### src/pkg/intc_defines.svh
`ifndef INTC_DEFINES_SVH
`define INTC_DEFINES_SVH
// register offsets on the plain port
`define OFF_CONFIG 8'h00
`define OFF_PENDING 8'h04
`define OFF_MASK 8'h08
`define OFF_IRQ_STATUS 8'h0c
`define OFF_EVENT_CLEAR 8'h10
// config field positions
`define CFG_PROMOTE_LSB 8
`define CFG_VBASE_LSB 13
`define CFG_SPREAD_BIT 0
`define CFG_RESET 24'h001f00
`define PROMOTE_NONE 5'h1f
`define UNINIT_VECTOR 8'h0f
`define ERROR_VECTOR_NUM 5'h00
// irq status bits
`define IRQ_ERROR_BIT 0
`define IRQ_ACK_BIT 1
`endif

### src/pkg/intc_pkg.sv
package intc_pkg;
  typedef struct packed {
    logic [7:0] addr;
    logic [31:0] wdata;
    logic wr;
    logic rd;
  } reg_req_t;
  typedef struct packed {
    logic [2:0] vector_base_bits;
    logic vbase_written;
    logic [4:0] promoted_source_number;
    logic spread;
  } cfg_t;
  typedef enum logic [1:0] {ack_idle, ack_done} ack_state_t;
endpackage

### src/rtl/prio_select.sv
`timescale 1ns/100ps
`include "intc_defines.svh"
// picks the highest priority pending source; pure combinational
module prio_select #(
  parameter int N = 32
) (
  input wire logic [N-1:0] pending,                 // pending flags
  input wire logic [4:0] promoted_source_number,    // promoted source
  input wire logic spread,                          // channel placement
  output logic found,                               // any pending
  output logic [4:0] winner                         // chosen source
);
  // table and winner width are built for exactly 32 sources
  if (N != 32) begin : g_bad_n
    $error("prio_select needs 32 sources");
  end
  // default order: bit 31 highest down to bit 0; serial channels 30..27.
  // spread mode walks a table that interleaves the channels among others.
  localparam logic [159:0] SPREAD_ORDER = {
    5'd31, 5'd30, 5'd26, 5'd25, 5'd29, 5'd24, 5'd23, 5'd22,
    5'd28, 5'd21, 5'd20, 5'd19, 5'd27, 5'd18, 5'd17, 5'd16,
    5'd15, 5'd14, 5'd13, 5'd12, 5'd11, 5'd10, 5'd9, 5'd8,
    5'd7, 5'd6, 5'd5, 5'd4, 5'd3, 5'd2, 5'd1, 5'd0};
  always_comb begin
    logic [4:0] idx;
    idx = 5'h00;
    found = 1'b0;
    winner = 5'h00;
    for (int i = 0; i < 32; i++) begin
      idx = spread ? SPREAD_ORDER[159-5*i -: 5] : 5'(31 - i);
      if (!found && pending[idx]) begin
        found = 1'b1;
        winner = idx;
      end
    end
    // promotion overrides the table unless all ones [RULE1] [RULE2]
    if (promoted_source_number != `PROMOTE_NONE && pending[promoted_source_number]) begin
      found = 1'b1;
      winner = promoted_source_number;
    end
  end
endmodule // prio_select

### src/rtl/comm_module_interrupt_controller.sv
// Functional notes
// RULE1 - a 5-bit config field names one source promoted to highest priority
// RULE2 - promoted field all ones keeps default priority order
// RULE3 - vector is three base bits above five-bit source number
// RULE4 - before base bits written, every source returns vector 0x0f
// RULE5 - spread bit 0 groups serial channels on top, 1 spreads them
// RULE6 - software may change promoted field live, not base or spread
// RULE7 - 32-bit pending register, a source request sets its bit
// RULE8 - acknowledge clears pending bit unless source has an event register
// RULE9 - event-register sources clear pending when their events are cleared
// RULE10 - polled software reads pending and clears serviced bits
// RULE11 - writing one clears a pending bit, zero leaves it
// RULE12 - pending register is zero after reset
// RULE13 - serial channel bit positions never move with priority settings
// RULE14 - issuing the error vector sets no pending bit
// RULE15 - acknowledge supplies the highest priority pending source vector
`timescale 1ns/100ps
`include "intc_defines.svh"
module comm_module_interrupt_controller #(
  parameter int N = 32,
  parameter logic [31:0] EVENT_SOURCES = 32'h7c000030 // sources with own event register
) (
  input wire logic mclk,                   // 100 MHz clock
  input wire logic reset,                  // sync, active high
  input wire logic [7:0] addr,             // register address
  input wire logic [31:0] wdata,           // write data
  input wire logic wr,                     // write strobe
  input wire logic rd,                     // read strobe
  output logic [31:0] rdata,               // read data, cycle after rd
  input wire logic [N-1:0] src_req,        // one-cycle source requests
  input wire logic [N-1:0] event_clear,    // event-register source drained
  input wire logic iack,                   // acknowledge strobe
  output logic [7:0] vector,               // acknowledge vector
  output logic vector_valid,               // vector stands, cycle after iack
  output logic int_req,                    // request to core
  output logic irq                         // masked summary interrupt
);
  // five-bit source numbers cover 32 sources only
  if (N != 32) begin : g_bad_n
    $error("controller needs exactly 32 sources");
  end
  ////////////////////////////////////////////////////////////////////
  intc_pkg::reg_req_t req;
  intc_pkg::cfg_t cfg;
  intc_pkg::ack_state_t ack_state;
  logic [N-1:0] pending;
  logic [1:0] irq_status;
  logic [1:0] irq_mask;
  logic found;
  logic [4:0] winner;
  logic [N-1:0] ack_clear;
  logic [N-1:0] sw_clear;
  logic err_evt;
  logic ack_evt;
  assign req = '{addr: addr, wdata: wdata, wr: wr, rd: rd};
  prio_select #(.N(N)) u_sel (
    .pending(pending),
    .promoted_source_number(cfg.promoted_source_number),
    .spread(cfg.spread),
    .found(found),
    .winner(winner)
  );
  ////////////////////////////////////////////////////////////////////
  // configuration
  always_ff @(posedge mclk) begin
    if (reset) begin
      cfg <= '{vector_base_bits: 3'h0, vbase_written: 1'b0,
               promoted_source_number: `PROMOTE_NONE, spread: 1'b0};
    end else if (req.wr && req.addr == `OFF_CONFIG) begin
      cfg.promoted_source_number <= req.wdata[`CFG_PROMOTE_LSB +: 5]; // [RULE1] [RULE6]
      cfg.vector_base_bits <= req.wdata[`CFG_VBASE_LSB +: 3];
      cfg.vbase_written <= 1'b1; // [RULE4]
      cfg.spread <= req.wdata[`CFG_SPREAD_BIT]; // [RULE5]
    end
  end
  ////////////////////////////////////////////////////////////////////
  // acknowledge: error vector when nothing pending
  assign err_evt = iack && !found;
  assign ack_evt = iack && found;
  always_comb begin
    ack_clear = '0;
    sw_clear = '0;
    if (ack_evt && !EVENT_SOURCES[winner]) begin
      ack_clear[winner] = 1'b1; // [RULE8]
    end
    if (req.wr && req.addr == `OFF_PENDING) begin
      sw_clear = req.wdata; // [RULE11] [RULE10]
    end
  end
  // fixed bit per source, order never remaps storage [RULE13]
  // set beats clear; error vector touches no pending bit [RULE14]
  always_ff @(posedge mclk) begin
    if (reset) begin
      pending <= '0; // [RULE12]
    end else begin
      pending <= (pending & ~(sw_clear | ack_clear | (event_clear & EVENT_SOURCES))) | src_req; // [RULE7] [RULE9]
    end
  end
  always_ff @(posedge mclk) begin
    if (reset) begin
      vector <= 8'h00;
      vector_valid <= 1'b0;
      ack_state <= intc_pkg::ack_idle;
    end else begin
      case (ack_state)
        intc_pkg::ack_idle: begin
          vector_valid <= iack;
          if (iack) begin
            ack_state <= intc_pkg::ack_done;
            if (!cfg.vbase_written) begin
              vector <= `UNINIT_VECTOR; // [RULE4]
            end else begin
              vector <= {cfg.vector_base_bits, found ? winner : `ERROR_VECTOR_NUM}; // [RULE3] [RULE15]
            end
          end
        end
        intc_pkg::ack_done: begin
          vector_valid <= iack;
          if (!iack) begin
            ack_state <= intc_pkg::ack_idle;
          end else if (!cfg.vbase_written) begin
            vector <= `UNINIT_VECTOR;
          end else begin
            vector <= {cfg.vector_base_bits, found ? winner : `ERROR_VECTOR_NUM};
          end
        end
        default: ack_state <= intc_pkg::ack_idle;
      endcase
    end
  end
  assign int_req = |pending;
  ////////////////////////////////////////////////////////////////////
  // sticky controller events, write one to clear, set wins
  always_ff @(posedge mclk) begin
    if (reset) begin
      irq_status <= 2'h0;
    end else begin
      irq_status <= (irq_status & ~((req.wr && req.addr == `OFF_IRQ_STATUS) ? req.wdata[1:0] : 2'h0))
                    | {ack_evt, err_evt};
    end
  end
  always_ff @(posedge mclk) begin
    if (reset) begin
      irq_mask <= 2'h0;
    end else if (req.wr && req.addr == `OFF_MASK) begin
      irq_mask <= req.wdata[1:0];
    end
  end
  assign irq = |(irq_status & irq_mask);
  ////////////////////////////////////////////////////////////////////
  // read port; unmapped reads zero
  always_ff @(posedge mclk) begin
    if (reset) begin
      rdata <= 32'h00000000;
    end else if (req.rd) begin
      case (req.addr)
        `OFF_CONFIG: rdata <= {16'h0000, cfg.vector_base_bits, cfg.promoted_source_number, 7'h00, cfg.spread};
        `OFF_PENDING: rdata <= pending;
        `OFF_MASK: rdata <= {30'h0, irq_mask};
        `OFF_IRQ_STATUS: rdata <= {30'h0, irq_status};
        default: rdata <= 32'h00000000;
      endcase
    end else begin
      rdata <= 32'h00000000;
    end
  end
endmodule // comm_module_interrupt_controller

### config.mk
export PLATFORM = sky130hd
export DESIGN_NAME = comm_module_interrupt_controller
export DESIGN_NICKNAME = d
export VERILOG_FILES = /design/src/pkg/intc_pkg.sv /design/src/rtl/prio_select.sv /design/src/rtl/comm_module_interrupt_controller.sv
export VERILOG_INCLUDE_DIRS = /design/src /design/src/pkg
export SDC_FILE = /design/constraint.sdc
export NUM_CORES = 1
export LEC_CHECK = 0
export BUFFER_PORTS_ARGS = -buffer_cell sky130_fd_sc_hd__buf_2
export CORE_ASPECT_RATIO = 1.4
export CORE_MARGIN = 5
export CORE_UTILIZATION = 30
export CTS_CLUSTER_SIZE = 16
export DETAILED_ROUTE_END_ITERATION = 10
export PLACE_DENSITY = 0.58
export SETUP_SLACK_MARGIN = 0.02
export SLEW_MARGIN = 20
export SYNTH_ARGS = -nofsm -noshare
export SYNTH_HDL_FRONTEND = slang
export SYNTH_SLANG_ARGS = --single-unit
export TNS_END_PERCENT = 50
### constraint.sdc
create_clock -name mclk -period 2.6 [get_ports mclk]
set_input_delay 0.13 -clock mclk [delete_from_list [all_inputs] [get_ports mclk]]
set_output_delay 0.13 -clock mclk [all_outputs]
set_load 0.03 [all_outputs]
== Yosys cells after proc, flatten, opt, wreduce, memory -nomap -nowiden ==
Memories as Yosys holds them, arrays and structs flattened.
Index checks and enable logic that the tools add are counted.
Operators by class
  reductions and logical operators: 81
  divide/modulo/power cells: 0
  order comparisons: 14
  multiply operators: 0
  shifts and indexed selects: 0
  bitwise operators: 10
  multiplexer cells: 113
  eq/ne operators: 7
  add/sub/neg operators: 0
Operator list (count)
  2-to-1 mux 5 bit: 34
  case mux 32 bit (4 select lines): 1
  < comparator 5 x 6 -> 1 bit, second input constant: 13
  2-to-1 mux 32 bit: 2
  bitwise OR 32 bit: 2
  binary-select mux 1 bit (select 5 bit): 12
  2-to-1 mux 1 bit: 48
  logical AND 1 bit: 40
  zero test 1 bit: 33
  bitwise AND 32 bit: 1
  NOT 32 bit: 1
  bitwise OR 32 x 31 -> 32 bit: 1
  OR reduction 32 bit: 1
  == test 8 x 4 -> 1 bit, second input constant: 2
  2-to-1 mux 4 bit: 4
  2-to-1 mux 3 bit: 4
  2-to-1 mux 2 bit: 5
  == test 8 x 3 -> 1 bit, second input constant: 1
  zero test 8 bit: 1
  2-to-1 mux 8 bit: 1
  OR reduction 2 bit: 3
  demux 1 bit (select 5 bit): 1
  >= comparator 5 x 1 -> 1 bit, second input constant: 1
  != test 5 bit, second input constant: 1
  other kinds (9): 12
Word-level totals
  register bits: 89
  logic and storage cells: 237
  output and inout bits: 43
  memories kept: 1
  ROM bits: 32
  bits in latches: 0
  memory bits (writable): 0
  input bits: 109
Memory list
  (name not given): words 32, width 1, rd ports 1, clocked after Yosys merged registers in 0, wr ports 0, line comm_module_interrupt_controller.sv:83  | if (ack_evt && !EVENT_SOURCES[winner]) begin

== Depth between registers and ports, before layout ==
Gate-level depths: netlist of the first run.
  depth in word-level cells: 105
  gate-level depth with buffers: 10
  mapped depth without buffers: 8

== By module ==
From an unflattened synthesis of the first run, not the netlist that was laid out.
Unflattened totals
  cells, all modules: 548
  area total of the unflattened synthesis: 4752.1 µm²
By module, submodules not included
  comm_module_interrupt_controller: sequential area each 1741.7 µm², cells each 410, instances 1, area each 3764.9 µm²
  prio_select: sequential area each 0.0 µm², cells each 138, instances 1, area each 987.2 µm²

== Worst setup path before layout of the first run ==
OpenSTA, ideal clock, no wires.
  path kind: reg2reg
  from: reg, netlist name cfg[2]
  to: reg pending[24]
  period minus slack after synthesis: 2.705 ns
  path slack: -0.105 ns
  library setup time: 0.115 ns
  data required time: 2.485 ns
  path buffers: 1
  arrival: 2.590 ns
  cell stages (with the launch flop): 10
  cell sequence: dfxtp_1 > buf_6 > mux2_2 > a221oi_2 > o22ai_1 > mux2i_4 > mux2_2 > a2111oi_2 > a21oi_1 > o21ba_2
Between the ends
  word-level cells in the longest chain between the ends: 14
Ends and longest elaborated chain
  binary-select mux 1 bit (select 5 bit): line prio_select.sv:37  | if (promoted_source_number != `PROMOTE_NONE && pending[promoted_source_number]) begin
  2-to-1 mux 1 bit (not written as such): line prio_select.sv:37
  logical AND 1 bit: line prio_select.sv:37
  2-to-1 mux 5 bit: line prio_select.sv:37
  < comparator 5 x 6 -> 1 bit (not written as such), or another cell as far along: line comm_module_interrupt_controller.sv:84  | ack_clear[winner] = 1'b1;
  logical AND 1 bit (not written as such) / 2-to-1 mux 1 bit (equally long branches): line comm_module_interrupt_controller.sv:84, comm_module_interrupt_controller.sv:83
  2-to-1 mux 1 bit (not written as such) / zero test 1 bit (equally long branches): line comm_module_interrupt_controller.sv:84, comm_module_interrupt_controller.sv:83
  demux 1 bit (select 5 bit) / logical AND 1 bit (equally long branches): line comm_module_interrupt_controller.sv:84, comm_module_interrupt_controller.sv:83
  2-to-1 mux 32 bit *: line comm_module_interrupt_controller.sv:83
  bitwise OR 32 bit *: line comm_module_interrupt_controller.sv:96  | pending <= (pending & ~(sw_clear | ack_clear | (event_clear & EVENT_SOURCES))) | src_req;
  bitwise OR 32 x 31 -> 32 bit *: line comm_module_interrupt_controller.sv:96
  NOT 32 bit *: line comm_module_interrupt_controller.sv:96
  bitwise AND 32 bit *: line comm_module_interrupt_controller.sv:96
  bitwise OR 32 bit *: line comm_module_interrupt_controller.sv:96
  to (signal assigned): line comm_module_interrupt_controller.sv:96
  to (decl): line comm_module_interrupt_controller.sv:46  | logic [N-1:0] pending;
Every way passes the cells marked *; elsewhere a longest branch is shown, timed or not. The select of a mux whose other input is x is not followed.
A chain may end at the register's enable or synchronous reset.

== Worst setup path in the final report of the first run ==
  from: reg, netlist name cfg[2]
  to: reg pending[25]
Between the ends
  word-level cells in the longest chain between the ends: 14
Ends and longest elaborated chain (line)
  binary-select mux 1 bit (select 5 bit): prio_select.sv:37
  2-to-1 mux 1 bit (not written as such): prio_select.sv:37
  logical AND 1 bit: prio_select.sv:37
  2-to-1 mux 5 bit: prio_select.sv:37
  < comparator 5 x 6 -> 1 bit (not written as such), or another cell as far along: comm_module_interrupt_controller.sv:84
  logical AND 1 bit (not written as such) / 2-to-1 mux 1 bit (equally long branches): comm_module_interrupt_controller.sv:84, comm_module_interrupt_controller.sv:83
  2-to-1 mux 1 bit (not written as such) / zero test 1 bit (equally long branches): comm_module_interrupt_controller.sv:84, comm_module_interrupt_controller.sv:83
  demux 1 bit (select 5 bit) / logical AND 1 bit (equally long branches): comm_module_interrupt_controller.sv:84, comm_module_interrupt_controller.sv:83
  2-to-1 mux 32 bit *: comm_module_interrupt_controller.sv:83
  bitwise OR 32 bit *: comm_module_interrupt_controller.sv:96
  bitwise OR 32 x 31 -> 32 bit *: comm_module_interrupt_controller.sv:96
  NOT 32 bit *: comm_module_interrupt_controller.sv:96
  bitwise AND 32 bit *: comm_module_interrupt_controller.sv:96
  bitwise OR 32 bit *: comm_module_interrupt_controller.sv:96
Marks and branches as above.

==> reports/metrics.yaml, run 1 <==
worst_slack_ps: -107
synth_top_area_share_pct: 39.6
fillers: 1481
worstPathArrival_ps: 2950
grt.total_usage_pct: 19.2
dp.cells: 928
whs_endpoint: "pending[16]"
nNetsFinal: 875
hold_class: "in2reg"
setup.worst_path.start: "cfg[2]"
routedWlPerCell_um: 17.6
holdPathStages: 3
portBuffers: 126
grt_first_pass_wirelength_um: 26200
drtAntennaViolNets: 0
tritoncts: "done"
root_buffer: "clkbuf_16"
synth_nets: 655
irDropWorstVdd_v: 0.000368
synth_common_cells: "87 x dfxtp_1, 62 x nand2_1, 54 x nor2_1"
fin_skew_ps: 10.3
cp-start-kind: "flop"
path_cells: "buf_6, mux4_2, o21ai_2, o22ai_2, mux2i_4, buf_12, mux2_4, a2111oi_4, a21oi_1, o21ba_2"
path_delay_family: "multiplexers"
cp.depth: 10
leakage_uw: 0.00290
syn2layout_area_growth_pct: 50.3
ys_warn_count: 0
setup_viol: 15
antenna_found_initial: 0
hold_violations: 0
worst-path-buf-inv: 2
rsz0062_at_grt: "true"
dieWidth_um: 112
dpl-instance-area_um2: 5900
grt_max_degree: 43
first_pass_iters: 5
cts.clk_slew.worst_paths_ps: 70
crit_type: "reg2reg"
min_from: "src_req[16]"
clockBufferDepth: 2
cts_htree_levels: 3
ys_ff_latch: 87
hpwl_um: 13200
crit_path_end_kind: "flop"
synth_cells: 546
synth.most_common_cell: "dfxtp_1"
async_flop_share_pct: 0
gp_congestion: 0.948
outcome: "finished, violations left"
slew_violations: 0
die_area_um2: 17200
initial_core_util_pct: 30.5
synth_cell_types: 59
critical-path-max-stage-delay_ps: 510
synth_area_leaders: "dfxtp_1 40%, nand2_1 5.3%, a21oi_1 5.2%, nor2_1 4.6%, nor3_1 4.0%"
viasPerCell: 5.11
finalInstanceArea_um2: 6620
worst_pin_slew_ps: 544
crit_slowest_cell: "mux4_2"
stdcell_count: 960
period_share_pct: 104
place_ws_ps: -191
design_power_total_uw: 3370
synth_edf_count: 0
first_iter_violations: 356
yosysSeqAreaShare_pct: 39.6
core.rowCount: 52
period_minus_slack_ps: 2710
drt-total-wl_um: 16900
ioPinCount: 152
antenna_cells: 0
syn_area_um2: 4400
postSynthAreaPerCell_um2: 8.06
globalRoute.totalOverflow: 0
synth_area_leader_cell: "dfxtp_1"
slew_headroom_pct: 63.8
clock_latency_ps: 350
grt_pass1_vias: 4999
clock-sinks: 87
rr_endpoint: "pending[25]"
drive_gt1_share_pct: 40.7
r2r_start: "cfg[2]"
via_count: 4904
p_per_area_nw_per_um2: 510
maxCapViolCount: 0
synth_ff_type: "dfxtp_1"
reg2reg_slack_ps: -110
r2r_cells: 10
cp_max_fo: 5
crit_required_ps: 2840
numCtsBuffers: 9
die_height_um: 153
fmaxAchievable_ghz: 0.369
failed_checks: "setup timing"
core_um2: 14400
drc_errors: 0
## repair_timing
item                                    CTS  global route
endpoints found under the setup margin   25            28
endpoints found under the hold margin     5             0
hold buffers                              5             0
pin swaps                                14            24
gates resized for setup                  16            46
buffers inserted                          1            10
## cells by family (layout without fill, tap and decap cells)
group,after synthesis,in the layout,synth area share (%)
buf+inv,57,282,5.14
simple gates,240,240,26.6
compound gates,141,141,22.4
flops,87,87,39.6
mux,21,21,6.37
## metal layers
layer	wire [um]	track usage (%)
met4	631	9.28
met5	0	0
met2	8850	34.3
met3	840	3.44
met1	6560	21.7
## placed cells by master, fill, tap and decap left out, types with 3 or more instances in the layout
master / Yosys / layout
dfxtp_2: 0 / 5
a211oi_2: 1 / 3
a211oi_1: 5 / 3
dfxtp_4: 0 / 3
clkinvlp_4: 0 / 3
dlygate4sd3_1: 0 / 5
nand3_1: 13 / 11
buf_2: 4 / 126
o41a_1: 4 / 4
dfxtp_1: 87 / 79
nand4_1: 6 / 6
a21oi_1: 46 / 43
a21oi_2: 0 / 3
a31oi_1: 12 / 11
nor3_1: 35 / 34
nand2b_1: 9 / 9
mux2i_1: 10 / 9
a22oi_1: 12 / 10
a22oi_2: 1 / 3
o211ai_1: 6 / 6
mux4_2: 4 / 4
and3_1: 3 / 3
mux2_4: 0 / 3
nor4_1: 5 / 4
clkbuf_16: 0 / 9
or2_2: 3 / 3
nand2_1: 62 / 61
nor2b_1: 11 / 10
buf_4: 0 / 98
and2_1: 26 / 25
mux2_2: 6 / 3
nand3b_1: 5 / 5
nor2_1: 54 / 51
a21boi_0: 4 / 3
o21ai_0: 12 / 11
inv_1: 25 / 25
buf_6: 1 / 9
## flip-flops by register name, indices dropped and copies added, names as in the netlist
signal / count
cfg: 10
irq_mask: 2
irq_status: 2
pending: 32
rdata: 32
vector: 8
vector_valid: 1
## how the worst max path moves through the flow
stage	endpoint	slack [ps]
6_report	pending[25]	-110
5_1_grt	pending[25]	-210
4_1_cts	pending[9]	-80
3_5_place_dp	pending[14]	-190
3_3_place_gp	pending[14]	-210
2_1_floorplan	pending[24]	30
## power by group
part           switching [uW]  leakage, uW  internal [uW]
sequential               53.8     0.000714           1370
combinational             324      0.00205            318
clock                     534     0.000138            769
## layout make-up
type	instances	area (um2)	share of cell area [%]
clock buffers	11	243	3.67
clock inverters	5	57.6	0.870
inverters	25	93.8	1.42
multi-input cells	402	2660	40.1
flip-flops and latches	87	1760	26.6
well taps	189	236	3.57
repair buffers	241	1570	23.8
## worst register-to-register path: stages, from the launching register on
cell and delay, ps:
dfxtp_4 390, buf_6 100, mux4_2 510, o21ai_2 190
o22ai_2 110, mux2i_4 190, buf_12 150, mux2_4 320
a2111oi_4 330, a21oi_1 110, o21ba_2 200
## through the flow
| stage | utilization [%] | hold slack [ps] | TNS (ps) |
|---|---|---|---|
| finish | 45.8 | 15.1 | -692 |
| detailed placement | 40.9 | 348 | -3100 |
| global placement | 40.9 | 340 | -2590 |
| floorplan | - | 248 | 0 |
| global route | 45.8 | 18.7 | -3190 |
| CTS | 43.8 | 0.947 | -857 |
Note: power is estimated with default switching activity, not from simulation.
==> run 2: changes to the inputs <==
--- a/config.mk
+++ b/config.mk
@@ -6,6 +6,7 @@
 export SDC_FILE = /design/constraint.sdc
 export NUM_CORES = 1
 export LEC_CHECK = 0
+export ABC_AREA = 1
 export BUFFER_PORTS_ARGS = -buffer_cell sky130_fd_sc_hd__buf_2
 export CORE_ASPECT_RATIO = 1.4
 export CORE_MARGIN = 5
==> run 2 against run 1 <==
  * The run still ends with setup timing left
  * Flip-flop and latch count unchanged
  * Critical endpoint is now pending[0]
  * Power up 8.2%
  * Die area up 9.1%
  * Synthesized area up 9.8%
  * Clock skew down 4.2 ps
  * Combinational power up 8.7%
  * Clock power up 19%
  * Hold slack worse by 12 ps
==> reports/metrics.yaml, run 2 <==
synth-simple-area-share_pct: 33.4  # was 26.6%
cts_htree_levels: 3  # unchanged
drt-total-wl_um: 18900  # was 16900 um
core.rowCount: 55  # was 52
grt.total_usage_pct: 19.8  # was 19.2%
syn2layout_area_growth_pct: 48.5  # was 50.3%
synth_area_leader_cell: "dfxtp_1"  # unchanged
clockBufferDepth: 2  # unchanged
routedWlPerCell_um: 16.3  # was 17.6 um
setup_viol: 24  # was 15
root_buffer: "clkbuf_16"  # unchanged
slew_violations: 0  # unchanged
hpwl_um: 14900  # was 13200 um
min_from: "src_req[5]"  # was src_req[16]
outcome: "finished, violations left"  # unchanged
ys_warn_count: 0  # unchanged
final_common_cell: "nand2_1"  # was buf_2
muxShareOfSynthArea_pct: 0  # was 6.37%
synth_nets: 832  # was 655
synthAdderAreaFrac_pct: 0  # unchanged
holdPathStages: 3  # unchanged
gp_congestion: 0.994  # was 0.948
initial_core_util_pct: 30.2  # was 30.5%
antenna_cells: 0  # unchanged
synth_ff_type: "dfxtp_1"  # unchanged
clock_latency_ps: 350  # about the same
drive_gt1_share_pct: 35.7  # was 40.7%
die_area_um2: 18800  # was 17200 um2
ys_ff_latch: 87  # unchanged
crit_path_end_kind: "flop"  # unchanged
stdcell_count: 1160  # was 960
fmaxAchievable_ghz: 0.362  # was 0.369 GHz
reg2reg_slack_ps: -160  # was -110 ps
synth_top_area_share_pct: 36.0  # was 39.6%
maxCapViolCount: 0  # unchanged
leakage_uw: 0.00343  # was 0.00290 uW
synth_area_leaders: "dfxtp_1 36%, nand2_1 12%, inv_1 8.2%, a21oi_1 7.7%, nand3_1 5.0%"  # was dfxtp_1 40%, nand2_1 5.3%, a21oi_1 5.2%, nor2_1 4.6%, nor3_1 4.0%
synth_top_family_by_area: "simple AND/OR/NAND/NOR gates"  # unchanged
globalRoute.totalOverflow: 0  # unchanged
p_per_area_nw_per_um2: 509  # was 510 nW/um2
whs_endpoint: "pending[5]"  # was pending[16]
dpl-instance-area_um2: 6380  # was 5900 um2
synth_common_cells: "153 x nand2_1, 105 x inv_1, 87 x dfxtp_1"  # was 87 x dfxtp_1, 62 x nand2_1, 54 x nor2_1
grt_max_degree: 44  # was 43
period_minus_slack_ps: 2760  # was 2710 ps
worstPathArrival_ps: 2980  # was 2950 ps
rsz0062_at_grt: "true"  # unchanged
irDropWorstVdd_v: 0.000287  # was 0.000368 V
crit_required_ps: 2810  # was 2840 ps
tritoncts: "done"  # unchanged
finalInstanceArea_um2: 7180  # was 6620 um2
whs_ps: 3.36  # was 15.1 ps
first_iter_violations: 236  # was 356
drc_errors: 0  # unchanged
postSynthAreaPerCell_um2: 6.69  # was 8.06 um2
die_height_um: 160  # was 153 um
worst_pin_slew_ps: 629  # was 544 ps
cts.clk_slew.worst_paths_ps: 70  # about the same
dieWidth_um: 117  # was 112 um
nNetsFinal: 1065  # was 875
grt_pass1_vias: 5759  # was 4999
synth_cells: 723  # was 546
synth.most_common_cell: "nand2_1"  # was dfxtp_1
hold_class: "in2reg"  # unchanged
core_um2: 16000  # was 14400 um2
cp_max_fo: 8  # was 5
synth_cell_types: 44  # was 59
clock-sinks: 87  # unchanged
portBuffers: 126  # unchanged
place_ws_ps: -145  # was -191 ps
via_count: 5634  # was 4904
grt_first_pass_wirelength_um: 29800  # was 26200 um
synth_edf_count: 0  # unchanged
first_pass_iters: 5  # unchanged
viasPerCell: 4.86  # was 5.11
ioPinCount: 152  # unchanged
numCtsBuffers: 9  # unchanged
antenna_found_initial: 0  # unchanged
synth_compound_area_share_pct: 18.3  # was 22.4%
slew_headroom_pct: 58.0  # was 63.8%
synth-xor-area-share_pct: 0  # unchanged
rr_endpoint: "pending[0]"  # was pending[25]
crit_type: "reg2reg"  # unchanged
drtAntennaViolNets: 0  # unchanged
worst_slack_ps: -165  # was -107 ps
failed_checks: "setup timing"  # unchanged
syn_area_um2: 4840  # was 4400 um2
hold_violations: 0  # unchanged
async_flop_share_pct: 0  # unchanged
largestRegisters: "pending: 32 flops, rdata: 32 flops, cfg: 10 flops"  # unchanged
dp.cells: 1128  # was 928
tns_ps: -1800  # was -692 ps
r2r_start: "cfg[0]"  # was cfg[2]
fin_skew_ps: 6.05  # was 10.3 ps
r2r_cells: 20  # was 10
yosysSeqAreaShare_pct: 36.0  # was 39.6%
period_share_pct: 106  # was 104%
most-common-layout-cells: "141 x nand2_1, 126 x buf_2, 107 x buf_4"  # was 126 x buf_2, 98 x buf_4, 79 x dfxtp_1
cp-start-kind: "flop"  # unchanged
run 2: cell count changes after synthesis, sizes merged, moves of 14 or more:
cell / before / now
nand2: 62 / 164
inv: 25 / 115
nand3: 13 / 49
o21ai: 12 / 42
a21oi: 46 / 75
and2: 26 / 0
nand4: 6 / 25
nor2: 54 / 69
a31oi: 14 / 0
run 2: final cells by class:
class / count / area, um2
inverter: 119 / 467
tap: 199 / 249
multi-input combinational: 492 / 2760
clock inverter: 7 / 126
fill: 1674 / 8850
sequential: 87 / 1750
timing repair buffer: 247 / 1610
clock buffer: 9 / 225
run 2: kinds of logic (layout without fill, tap and decap cells):
kind of cell,Yosys count,count (layout)
simple gates,340,340
compound gates,152,152
flops,87,87
buf+inv,144,382
run 2: how the worst max path moves through the flow:
stage / start / end / slack [ps] / cells past startpoint
after floorplan: pending[31] / pending[1] / 310 / 18
after global placement: cfg[0] / pending[25] / -110 / 23
after detailed placement: cfg[0] / pending[25] / -150 / 23
after CTS: cfg[0] / pending[25] / -40 / 22
after global routing: cfg[0] / pending[25] / -330 / 23
final: cfg[0] / pending[0] / -160 / 20
run 2: per-layer routing:
layer	global-route usage [%]	wire length (um)
met3	2.80	700
met2	37.0	10100
met4	9.39	930
met5	0	0
met1	21.7	7140
run 2: timing repair:
item,4_1_cts,5_1_grt
setup buffers,5,3
resized for setup,37,37
gates cloned,1,0
hold buffers,7,0
endpoints found under the setup margin,26,31
pin swaps,10,18
hold endpoints to repair,7,0
run 2: critical path: stages (launching register included):
cell,delay (ps)
dfxtp_4,400
buf_12,150
inv_8,50
nand2_8,60
inv_4,40
nor2_4,100
nand4_4,120
nor2_4,150
nand4_4,100
nor2_4,170
nand3_2,100
buf_6,130
nand2_2,50
nand4_1,100
nand2_2,160
nand2_8,100
inv_8,90
nand4_2,110
buf_4,180
o21bai_1,170
a21oi_1,80
run 2: stage by stage:
stage | power, uW | utilization (%)
after floorplan | 1740 | -
after CTS | 3630 | 43.8
after global routing | 3810 | 44.8
after detailed placement | 2040 | 39.8
after global placement | 2040 | 39.8
final | 3650 | 44.8
run 2: where the power goes:
group          total, uW  switching, uW  internal, uW  leakage [uW]
Sequential          1400           30.4          1370      0.000715
Combinational        698            407           291       0.00255
Clock               1550            594           953      0.000169
